[src/verilog/clock_divider_output_config_pkg.sv]
// Package with register map, field positions, reset values and types of the clock configuration.
package clock_divider_output_config_pkg;

    // ------------------------------------------------------------------
    // Register indices and byte addresses
    // ------------------------------------------------------------------
    localparam logic [11:0] IDX_DIV_ENABLE = 12'h045;
    localparam logic [11:0] IDX_OUT_SEL    = 12'h046;
    localparam logic [11:0] IDX_OUT_DIV    = 12'h047;
    localparam logic [11:0] IDX_BOOST_CFG  = 12'h048;
    localparam logic [11:0] IDX_STATUS     = 12'h050;

    localparam logic [11:0] ADDR_DIV_ENABLE = {IDX_DIV_ENABLE[9:0], 2'b00};
    localparam logic [11:0] ADDR_OUT_SEL    = {IDX_OUT_SEL[9:0], 2'b00};
    localparam logic [11:0] ADDR_OUT_DIV    = {IDX_OUT_DIV[9:0], 2'b00};
    localparam logic [11:0] ADDR_BOOST_CFG  = {IDX_BOOST_CFG[9:0], 2'b00};
    localparam logic [11:0] ADDR_STATUS     = {IDX_STATUS[9:0], 2'b00};

    // ------------------------------------------------------------------
    // Reset values and writable bit masks
    // ------------------------------------------------------------------
    localparam logic [7:0] RST_DIV_ENABLE = 8'h00;
    localparam logic [7:0] RST_OUT_SEL    = 8'h00;
    localparam logic [7:0] RST_OUT_DIV    = 8'h01;
    localparam logic [7:0] RST_BOOST_CFG  = 8'h00;

    localparam logic [7:0] WMASK_DIV_ENABLE = 8'h4F;
    localparam logic [7:0] WMASK_OUT_SEL    = 8'h07;
    localparam logic [7:0] WMASK_OUT_DIV    = 8'hFF;
    localparam logic [7:0] WMASK_BOOST_CFG  = 8'h7F;

    // ------------------------------------------------------------------
    // Field positions
    // ------------------------------------------------------------------
    localparam int BIT_MOD_EN          = 6;
    localparam int BIT_PRI_BITCLK_EN   = 3;
    localparam int BIT_SEC_BITCLK_EN   = 2;
    localparam int BIT_PRI_FRAMESYNC   = 1;
    localparam int BIT_SEC_FRAMESYNC   = 0;
    localparam int BIT_OUT_DIV_EN      = 7;
    localparam int BIT_BST_FREQ_MODE   = 6;
    localparam int BIT_BST_SRC_AUTO    = 5;
    localparam int BIT_BST_SRC_SEL     = 4;
    localparam int BIT_BST_EN_AUTO     = 3;
    localparam int BIT_BST_MAN_EN      = 2;

    // ------------------------------------------------------------------
    // Clock sources
    // ------------------------------------------------------------------
    localparam int NUM_SRC   = 6;
    localparam int SRC_AUDIO = 6;

    typedef enum logic [2:0] {
        SRC_PLL      = 3'h0,
        SRC_PRI_BCLK = 3'h1,
        SRC_SEC_BCLK = 3'h2,
        SRC_CTRL_CLK = 3'h3,
        SRC_OSC      = 3'h4,
        SRC_DSP      = 3'h5
    } outSource_t;

    typedef struct packed {
        logic modulator;
        logic primaryBitclk;
        logic secondaryBitclk;
        logic primaryFramesync;
        logic secondaryFramesync;
    } dividerEnables_t;

endpackage
[src/verilog/clock_divider_output_config.sv]
// Clock divider enables, general clock output divider and boost clock generator with APB registers.
//
// Overview of operation
// The modulator divider enable output follows bit 6 of the divider enable register.
// The primary bit-clock divider enable output follows bit 3 of that register.
// The secondary bit-clock divider enable output follows bit 2 of that register.
// The primary frame-sync divider enable output follows bit 1 of that register.
// The secondary frame-sync divider enable output follows bit 0 of that register.
// The output divider source is picked by a 3-bit code among six clocks, codes 6 and 7 unused.
// The output divider runs only while its enable bit 7 is set.
// The output divider divides by its 7-bit ratio, with zero meaning 128.
// The boost clock runs near 6 MHz in mode 0 and near 3 MHz in mode 1.
// With bit 5 clear the boost source comes from clock detection, else from manual choice.
// In manual source mode bit 4 picks the audio clock or the internal oscillator.
// With bit 3 clear the boost divider is enabled automatically, else manually.
// In manual enable mode bit 2 switches the boost divider on and off.
// In manual mode a 2-bit code selects a boost ratio of 1, 2, 4 or 8.
// Reserved bits are written with their reset value and always read back as such.
// A disabled divider holds its clock low and restarts its count from zero.
`timescale 1ns/1ps
`default_nettype none

module clock_divider_output_config
    import clock_divider_output_config_pkg::*;
(
    // Clock and reset
    input  wire logic                 clk,
    input  wire logic                 rst_n,
    // APB slave
    input  wire logic                 psel,
    input  wire logic                 penable,
    input  wire logic                 pwrite,
    input  wire logic [11:0]          paddr,
    input  wire logic [31:0]          pwdata,
    output logic      [31:0]          prdata,
    output logic                      pready,
    output logic                      pslverr,
    // Source clocks, asynchronous to clk
    input  wire logic [NUM_SRC-1:0]   srcClk,
    input  wire logic                 audioClk,
    // Clock detection results, synchronous to clk
    input  wire logic                 autoSourceUsesOsc,
    input  wire logic                 autoBoostEnable,
    input  wire logic [1:0]           autoBoostRatio,
    // Divider controls and generated clocks
    output dividerEnables_t           dividerEnables,
    output logic                      clkOut,
    output logic                      boostClk,
    output logic                      boostActive
);

    // ------------------------------------------------------------------
    // Registers and synchronisers
    // ------------------------------------------------------------------
    logic [7:0]             divEnable_r;
    logic [7:0]             outSel_r;
    logic [7:0]             outDiv_r;
    logic [7:0]             boostCfg_r;
    logic [31:0]            prdata_r;
    logic                   pready_r;
    logic                   pslverr_r;
    logic [NUM_SRC:0]       srcMeta_r;
    logic [NUM_SRC:0]       srcSync_r;
    logic [NUM_SRC:0]       srcPrev_r;
    logic [NUM_SRC:0]       srcRise;
    dividerEnables_t        dividerEnables_r;
    logic [7:0]             outCnt_r;
    logic [7:0]             outCnt_nxt;
    logic                   clkOut_r;
    logic [4:0]             bstCnt_r;
    logic                   boostClk_r;
    logic                   boostActive_r;

    // Sources are asynchronous; only the second and third stages feed any logic.
    always_ff @(posedge clk) begin
        if (!rst_n) begin
            srcMeta_r <= '0;
            srcSync_r <= '0;
            srcPrev_r <= '0;
        end else begin
            srcMeta_r <= {audioClk, srcClk};
            srcSync_r <= srcMeta_r;
            srcPrev_r <= srcSync_r;
        end
    end

    assign srcRise = srcSync_r & ~srcPrev_r;

    // ------------------------------------------------------------------
    // APB slave
    // ------------------------------------------------------------------
    logic       addrHit;
    logic [7:0] rdVal;
    logic       setupPhase;
    logic       wrAccess;

    assign setupPhase = psel && !penable;
    assign wrAccess   = psel && penable && pready_r && pwrite && addrHit;

    always_comb begin
        addrHit = 1'b1;
        rdVal   = 8'h00;
        case (paddr)
            ADDR_DIV_ENABLE: rdVal = divEnable_r;
            ADDR_OUT_SEL:    rdVal = outSel_r;
            ADDR_OUT_DIV:    rdVal = outDiv_r;
            ADDR_BOOST_CFG:  rdVal = boostCfg_r;
            ADDR_STATUS:     rdVal = {2'b00, boostCfg_r[1:0] & {2{boostCfg_r[BIT_BST_EN_AUTO]}},
                                      1'b0, boostActive_r, boostClk_r, clkOut_r};
            default:         addrHit = 1'b0;
        endcase
    end

    // The answer is prepared in the setup cycle so the outputs come from flops.
    always_ff @(posedge clk) begin
        if (!rst_n) begin
            pready_r  <= 1'b0;
            pslverr_r <= 1'b0;
            prdata_r  <= 32'h0000_0000;
        end else begin
            pready_r  <= setupPhase;
            pslverr_r <= setupPhase && !addrHit;
            if (setupPhase && !pwrite) begin
                prdata_r <= {24'h00_0000, rdVal};
            end
        end
    end

    // Writes mask off reserved bits so they keep their reset value of zero.
    always_ff @(posedge clk) begin
        if (!rst_n) begin
            divEnable_r <= RST_DIV_ENABLE;
            outSel_r    <= RST_OUT_SEL;
            outDiv_r    <= RST_OUT_DIV;
            boostCfg_r  <= RST_BOOST_CFG;
        end else if (wrAccess) begin
            case (paddr)
                ADDR_DIV_ENABLE: divEnable_r <= pwdata[7:0] & WMASK_DIV_ENABLE;
                ADDR_OUT_SEL:    outSel_r    <= pwdata[7:0] & WMASK_OUT_SEL;
                ADDR_OUT_DIV:    outDiv_r    <= pwdata[7:0] & WMASK_OUT_DIV;
                ADDR_BOOST_CFG:  boostCfg_r  <= pwdata[7:0] & WMASK_BOOST_CFG;
                default: ;
            endcase
        end
    end

    // ------------------------------------------------------------------
    // Divider enables
    // ------------------------------------------------------------------
    always_ff @(posedge clk) begin
        if (!rst_n) begin
            dividerEnables_r <= '0;
        end else begin
            dividerEnables_r.modulator          <= divEnable_r[BIT_MOD_EN];
            dividerEnables_r.primaryBitclk      <= divEnable_r[BIT_PRI_BITCLK_EN];
            dividerEnables_r.secondaryBitclk    <= divEnable_r[BIT_SEC_BITCLK_EN];
            dividerEnables_r.primaryFramesync   <= divEnable_r[BIT_PRI_FRAMESYNC];
            dividerEnables_r.secondaryFramesync <= divEnable_r[BIT_SEC_FRAMESYNC];
        end
    end

    // ------------------------------------------------------------------
    // General clock output divider
    // ------------------------------------------------------------------
    logic [2:0] outSel;
    logic       outSelValid;
    logic       outRun;
    logic       outEdge;
    logic       outLevel;
    logic [7:0] outRatio;
    logic [7:0] outHalf;

    assign outSel      = outSel_r[2:0];
    assign outSelValid = outSel <= SRC_DSP;
    assign outRun      = outDiv_r[BIT_OUT_DIV_EN] && outSelValid;
    assign outEdge     = srcRise[outSel];
    assign outLevel    = srcSync_r[outSel];
    assign outRatio    = (outDiv_r[6:0] == 7'h00) ? 8'h80 : {1'b0, outDiv_r[6:0]};
    assign outHalf     = {1'b0, outRatio[7:1]};

    always_comb begin
        outCnt_nxt = outCnt_r;
        if (outEdge) begin
            outCnt_nxt = (outCnt_r == outRatio - 8'h01) ? 8'h00 : outCnt_r + 8'h01;
        end
    end

    always_ff @(posedge clk) begin
        if (!rst_n || !outRun) begin
            outCnt_r <= 8'h00;
            clkOut_r <= 1'b0;
        end else begin
            outCnt_r <= outCnt_nxt;
            clkOut_r <= (outRatio == 8'h01) ? outLevel : (outCnt_nxt < outHalf);
        end
    end

    // ------------------------------------------------------------------
    // Boost clock generator
    // ------------------------------------------------------------------
    logic       bstManualEn;
    logic       bstUsesOsc;
    logic       bstOn;
    logic [1:0] bstRatio;
    logic [4:0] bstHalf;
    logic       bstEdge;

    assign bstUsesOsc  = boostCfg_r[BIT_BST_SRC_AUTO] ? boostCfg_r[BIT_BST_SRC_SEL]
                                                      : autoSourceUsesOsc;
    assign bstManualEn = boostCfg_r[BIT_BST_EN_AUTO];
    assign bstOn       = bstManualEn ? boostCfg_r[BIT_BST_MAN_EN] : autoBoostEnable;
    assign bstRatio    = bstManualEn ? boostCfg_r[1:0] : autoBoostRatio;
    assign bstHalf     = 5'h01 << ({1'b0, bstRatio} + {2'b00, boostCfg_r[BIT_BST_FREQ_MODE]});
    assign bstEdge     = bstUsesOsc ? srcRise[SRC_OSC] : srcRise[SRC_AUDIO];

    always_ff @(posedge clk) begin
        if (!rst_n || !bstOn) begin
            bstCnt_r   <= 5'h00;
            boostClk_r <= 1'b0;
        end else if (bstEdge) begin
            if (bstCnt_r == bstHalf - 5'h01) begin
                bstCnt_r   <= 5'h00;
                boostClk_r <= !boostClk_r;
            end else begin
                bstCnt_r <= bstCnt_r + 5'h01;
            end
        end
    end

    always_ff @(posedge clk) begin
        if (!rst_n) begin
            boostActive_r <= 1'b0;
        end else begin
            boostActive_r <= bstOn;
        end
    end

    // ------------------------------------------------------------------
    // Outputs
    // ------------------------------------------------------------------
    assign prdata         = prdata_r;
    assign pready         = pready_r;
    assign pslverr        = pslverr_r;
    assign dividerEnables = dividerEnables_r;
    assign clkOut         = clkOut_r;
    assign boostClk       = boostClk_r;
    assign boostActive    = boostActive_r;

    // ------------------------------------------------------------------
    // Assertions
    // ------------------------------------------------------------------
    logic wrDivEnable;
    assign wrDivEnable = wrAccess && (paddr == ADDR_DIV_ENABLE);

    // Enable outputs follow a register write two edges later.
    a_mod_enable: assert property (@(posedge clk) disable iff (!rst_n)
        wrDivEnable |-> ##2 (dividerEnables_r.modulator == $past(pwdata[BIT_MOD_EN], 2)))
        else $error("Modulator enable did not follow write.");

    a_pri_bitclk: assert property (@(posedge clk) disable iff (!rst_n)
        wrDivEnable |-> ##2 (dividerEnables_r.primaryBitclk == $past(pwdata[BIT_PRI_BITCLK_EN], 2)))
        else $error("Primary bit clock enable did not follow write.");

    a_sec_bitclk: assert property (@(posedge clk) disable iff (!rst_n)
        wrDivEnable |-> ##2 (dividerEnables_r.secondaryBitclk == $past(pwdata[BIT_SEC_BITCLK_EN], 2)))
        else $error("Secondary bit clock enable did not follow write.");

    a_pri_framesync: assert property (@(posedge clk) disable iff (!rst_n)
        wrDivEnable |-> ##2 (dividerEnables_r.primaryFramesync == $past(pwdata[BIT_PRI_FRAMESYNC], 2)))
        else $error("Primary frame sync enable did not follow write.");

    a_sec_framesync: assert property (@(posedge clk) disable iff (!rst_n)
        wrDivEnable |-> ##2 (dividerEnables_r.secondaryFramesync == $past(pwdata[BIT_SEC_FRAMESYNC], 2)))
        else $error("Secondary frame sync enable did not follow write.");

    // Output divider checks.
    a_reserved_source: assert property (@(posedge clk) disable iff (!rst_n)
        (outSel_r[2:0] > 3'h5) |=> (!clkOut_r && outCnt_r == 8'h00))
        else $error("Clock output ran from a reserved source.");

    a_out_disabled: assert property (@(posedge clk) disable iff (!rst_n)
        !outDiv_r[BIT_OUT_DIV_EN] [*2] |-> (!clkOut_r && outCnt_r == 8'h00))
        else $error("Clock output active while disabled.");

    a_out_wrap: assert property (@(posedge clk) disable iff (!rst_n)
        (outRun && outEdge && outCnt_r == outRatio - 8'h01) ##1 outRun |-> (outCnt_r == 8'h00))
        else $error("Output divider did not wrap at its ratio.");

    // Boost clock generator and reserved bit checks.
    a_boost_toggle: assert property (@(posedge clk) disable iff (!rst_n)
        (bstOn && bstEdge && bstCnt_r == bstHalf - 5'h01) ##1 bstOn |-> (boostClk_r != $past(boostClk_r)))
        else $error("Boost clock did not toggle at half period.");

    a_boost_auto_src: assert property (@(posedge clk) disable iff (!rst_n)
        (!boostCfg_r[BIT_BST_SRC_AUTO] && autoSourceUsesOsc && bstOn && srcRise[SRC_OSC]
         && bstCnt_r != bstHalf - 5'h01) ##1 bstOn |-> (bstCnt_r == $past(bstCnt_r) + 5'h01))
        else $error("Boost counter ignored the detected source.");

    a_boost_no_edge: assert property (@(posedge clk) disable iff (!rst_n)
        (bstOn && !bstEdge) ##1 bstOn |-> (bstCnt_r == $past(bstCnt_r)))
        else $error("Boost counter moved without a source edge.");

    a_boost_auto_en: assert property (@(posedge clk) disable iff (!rst_n)
        (!boostCfg_r[BIT_BST_EN_AUTO] && autoBoostEnable) |=> boostActive_r)
        else $error("Automatic boost enable not honoured.");

    a_boost_off: assert property (@(posedge clk) disable iff (!rst_n)
        !bstOn |=> (!boostClk_r && bstCnt_r == 5'h00 && !boostActive_r))
        else $error("Boost divider active while off.");

    a_boost_wrap: assert property (@(posedge clk) disable iff (!rst_n)
        (bstOn && bstEdge && bstCnt_r == bstHalf - 5'h01) ##1 bstOn |-> (bstCnt_r == 5'h00))
        else $error("Boost counter did not wrap at its ratio.");

    a_reserved_zero: assert property (@(posedge clk) disable iff (!rst_n)
        ((divEnable_r & ~WMASK_DIV_ENABLE) == 8'h00) && ((outSel_r & ~WMASK_OUT_SEL) == 8'h00)
        && !boostCfg_r[7])
        else $error("Reserved bit became set.");

    // Bus answer and divider restart checks.
    a_ready_pulse: assert property (@(posedge clk) disable iff (!rst_n)
        pready_r |=> !pready_r)
        else $error("Bus ready stood for more than one cycle.");

    a_error_ready: assert property (@(posedge clk) disable iff (!rst_n)
        pslverr_r |-> pready_r)
        else $error("Bus error raised without ready.");

    a_out_restart: assert property (@(posedge clk) disable iff (!rst_n)
        $rose(outRun) |-> (outCnt_r == 8'h00 && !clkOut_r))
        else $error("Output divider did not restart from zero.");

    a_boost_restart: assert property (@(posedge clk) disable iff (!rst_n)
        $rose(bstOn) |-> (bstCnt_r == 5'h00 && !boostClk_r))
        else $error("Boost divider did not restart from zero.");

    // Main scenarios.
    c_div_write:   cover property (@(posedge clk) disable iff (!rst_n) wrDivEnable);
    c_out_reserved: cover property (@(posedge clk) disable iff (!rst_n) outSel_r[2:0] > 3'h5);
    c_out_toggle:  cover property (@(posedge clk) disable iff (!rst_n) $rose(clkOut_r));
    c_boost_clock: cover property (@(posedge clk) disable iff (!rst_n) $rose(boostClk_r));
    c_bus_error:   cover property (@(posedge clk) disable iff (!rst_n) pready_r && pslverr_r);

endmodule

`default_nettype wire

[config.mk]
export PLATFORM = sky130hd
export DESIGN_NAME = clock_divider_output_config
export DESIGN_NICKNAME = d
export VERILOG_FILES = /design/src/verilog/clock_divider_output_config_pkg.sv /design/src/verilog/clock_divider_output_config.sv
export SDC_FILE = /design/constraint.sdc
export NUM_CORES = 1
export LEC_CHECK = 0
export ABC_AREA = 1
export BUFFER_PORTS_ARGS = -buffer_cell sky130_fd_sc_hd__buf_4
export CORE_MARGIN = 3
export CORE_UTILIZATION = 45
export CTS_BUF_LIST = sky130_fd_sc_hd__clkbuf_2
export DETAILED_ROUTE_END_ITERATION = 6
export GPL_ROUTABILITY_DRIVEN = 0
export HOLD_SLACK_MARGIN = 0.12
export PLACE_DENSITY = 0.79
export SLEW_MARGIN = 20
export SYNTH_ARGS = -nofsm -noshare
export SYNTH_HDL_FRONTEND = slang
export SYNTH_SLANG_ARGS = --single-unit
[constraint.sdc]
create_clock -name clk -period 3.25 [get_ports clk]
set_input_delay 0.65 -clock clk [delete_from_list [all_inputs] [get_ports clk]]
set_output_delay 0.65 -clock clk [all_outputs]
set_load 0.1 [all_outputs]
==> flow_summary_export.csv <==
group,metric,value,unit
status,status,"finished clean",
routing,viasPerCell,4.98,
timing,finalSetupViolCount,0,
die,fp.dieW,99.8,um
setup_path,worst-path-buf-inv,2,
timing,finalHoldViolCount,0,
place,portBuffers,53,
timing,slew-limit-headroom,46.3,%
setup_path,crit_chain,"inv_1, ha_1, xor2_1, nand2_1, nor2_1, nand2_1, nor2_1, nand2_1, nor2_2, nor3_1, ha_1, a21oi_1, o211ai_1, inv_1, nand2_1, a21oi_1",
setup_path,path_common_cell,"nand2_1",
clocking,cts-root-buf,"clkbuf_2",
setup_path,worstSetupPathType,"register to register",
setup_path,cp.required,3700,ps
routing,routed_wl,8.72,mm
global_routing,grt_pass1_vias,3338,
clocking,clkSlewWorstSetupHoldPaths,220,ps
run,maxCapViolCount,0,
logic_synthesis,seq_area_frac_synth,37.9,%
setup_path,end_kind,"register",
global_routing,grt_start_max_net_pins,53,
clocking,h-tree-depth,3,
timing,drv_slew,0,
global_routing,grt-ovfl-total,0,
global_routing,grt_pass1_wl,14.6,mm
setup_path,path_max_fanout,10,
layout,drive_gt1_share,15.6,%
timing,rsz0062_at_grt,"no",
logic_synthesis,synth.distinct_cells,40,
layout,antenna_cells,0,
logic_synthesis,synth.avg_cell_area,7.20,um2
die,num_rows,33,
layout,fin_cells,713,
setup_path,critPathLaunchType,"register",
routing,vias,3550,
layout,layout_common_cells,"111 x nand2_1, 88 x inv_1, 75 x dfxtp_1",
die,core_area,8380,um2
min_path,hold_class,"primary input to register",
pwr,pwr_density_cell,405,nW/um2
die,die_y,99.8,um
setup_path,crit_family,"simple AND/OR/NAND/NOR gates",
routing,drc_errors,0,
global_routing,grtUsageTotal,18.1,%
timing,fmax,0.351,GHz
layout,final_common_cell,"nand2_1",
logic_synthesis,syn_area,3960,um2
logic_synthesis,yosys.area.top_type,"dfxtp_1",
pwr,power.leakage,0.00221,uW
setup_path,critical_path.max_stage_delay,430,ps
die,start_util,47.3,%
place,pre_cts_slack,417,ps
clocking,clock_path_buffers,2,
logic_synthesis,synth_seq_cells,75,
logic_synthesis,yosys_warnings,0,
setup_path,cpMaxStageDelayCell,"dfxtp_1",
clocking,insertion_delay,520,ps
logic_synthesis,syn_inst,550,
logic_synthesis,synth_top_cells_by_area,"dfxtp_1 38%, nand2_1 11%, inv_1 8.3%",
routing,wire_per_inst,12.2,um
logic_synthesis,synth_ff_type,"dfxtp_1",
place,place_hpwl,6.90,mm
timing,finalCritPeriodShare,87.7,%
layout,area_growth,13.0,%
layout,nets,676,
routing,postRouteAntennaNets,0,
clocking,cts.sinks,75,
layout,fin_util,53.4,%
clocking,postCtsHoldBufs,0,
logic_synthesis,yosysTopAreaCellShare,37.9,%
timing,fin_worst_skew,36.2,ps
routing,drt-initial-drc-count,142,
clocking,cts_setup_buffers,0,
timing,period_needed,2850,ps
timing,fin_ws,400,ps
logic_synthesis,synthArstFlopShare,0,%
global_routing,antenna_found_initial,0,
timing,finalSetupTns,0,ps
die,ios,102,
die,fp.dieArea,9970,um2
timing,worst_slew_pin_slew,802,ps
routing,dr.pass1.iters,4,
clocking,cts_resized,0,
pwr,power,1810,uW
clocking,cts_buffers,9,
setup_path,worstPathArrival,3300,ps
pwr,vdd_ir_drop_max,0.286,mV
clocking,cts_tree,"done",
logic_synthesis,synth_edf_count,0,
place,dp.cells,697,
==> metal layers <==
| metal | global-route usage, % | part of all wire, % | up-vias |
|---|---|---|---|
| li1 | - | - | 1833 |
| met1 | 22.5 | 44 | 1616 |
| met2 | 30.3 | 48 | 90 |
| met3 | 4.59 | 6.6 | 11 |
| met4 | 6.51 | 1.6 | 0 |
| met5 | 0 | 0 | - |
==> sequential cells by signal, indices dropped and copies added, names as in the netlist <==
register	flops
outCnt_r	8
outDiv_r	8
prdata	8
boostCfg_r	7
srcMeta_r	7
srcPrev_r	7
srcSync_r	7
bstCnt_r	5
divEnable_r	5
dividerEnables	5
outSel_r	3
boostActive	1
boostClk	1
clkOut	1
pready	1
pslverr	1
==> path summary, 6_finish.rpt <==
check | from | endpoint | slack (ps) | cells past startpoint
setup / recovery | outDiv_r[1]$_SDFFE_PN0P_ | clkOut$_SDFF_PP0_ | 400 | 16
setup reg to reg | outDiv_r[1]$_SDFFE_PN0P_ | clkOut$_SDFF_PP0_ | 400 | 16
hold reg to reg | srcMeta_r[6]$_SDFF_PN0_ | srcSync_r[6]$_SDFF_PN0_ | 430 | 2
hold / removal | srcClk[0] | srcMeta_r[0]$_SDFF_PN0_ | 300 | 3
==> worst reg2reg max path, stage by stage, from the launching register on <==
cell and delay (ps):
dfxtp_1 430, inv_1 100, ha_1 300, xor2_1 140, nand2_1 60, nor2_1 130, nand2_1 60, nor2_1 140
nand2_1 130, nor2_2 340, nor3_1 130, ha_1 310, a21oi_1 160, o211ai_1 100, inv_1 70, nand2_1 60
a21oi_1 110
==> cell type report <==
type	instances	area (um2)
sequential	75	1500
multi-input combinational	370	1940
timing repair buffer	54	405
clock inverter	7	98.8
clock buffer	9	45.0
tap	105	131
inverter	93	349
fill	809	3910
==> cells by family (layout without fill, tap and decap cells) <==
logic type	after synthesis	count (layout)	share of synthesized area, %
AO/OA/AOI/OAI	98	98	14.2
buffers and inverters	128	163	15.2
adder cells (fa/ha/maj)	13	13	4.11
flip-flops	75	75	37.9
XOR/XNOR	10	10	2.21
other	1	24	0.0947
AND/OR/NAND/NOR	225	225	26.2
==> power by group <==
part	switching [uW]	internal [uW]	leakage [uW]
Sequential	7.19	936	0.000609
Combinational	209	53.7	0.00152
Clock	344	260	0.0000829
Total	561	1250	0.00221
==> cell usage after synthesis (2+ instances only) <==
cell / number
a311oi_1: 5
nand3b_1: 3
nand2_4: 2
o21ai_1: 7
inv_1: 88
nor2_4: 2
a21oi_1: 38
a211oi_1: 3
nor4_1: 3
inv_2: 4
nand2_2: 2
nand2_1: 111
o21ai_2: 3
a21oi_2: 4
dfxtp_1: 75
nand3_1: 21
xnor2_1: 2
nor3_1: 15
nor2_2: 2
o22ai_1: 5
xor2_1: 8
o211ai_1: 3
nor3_2: 3
nor2_1: 47
o21ai_0: 28
clkbuf_1: 6
buf_4: 25
nand4_1: 9
o221ai_1: 2
buf_6: 2
ha_1: 13
==> metrics by stage <==
stage,instance area [um2],hold WS (ps)
floorplan,4050,390
global placement,4330,394
detailed placement,4330,397
CTS,4480,257
global route,4480,234
finish,4480,299
Note: power is estimated with default switching activity, not from simulation.
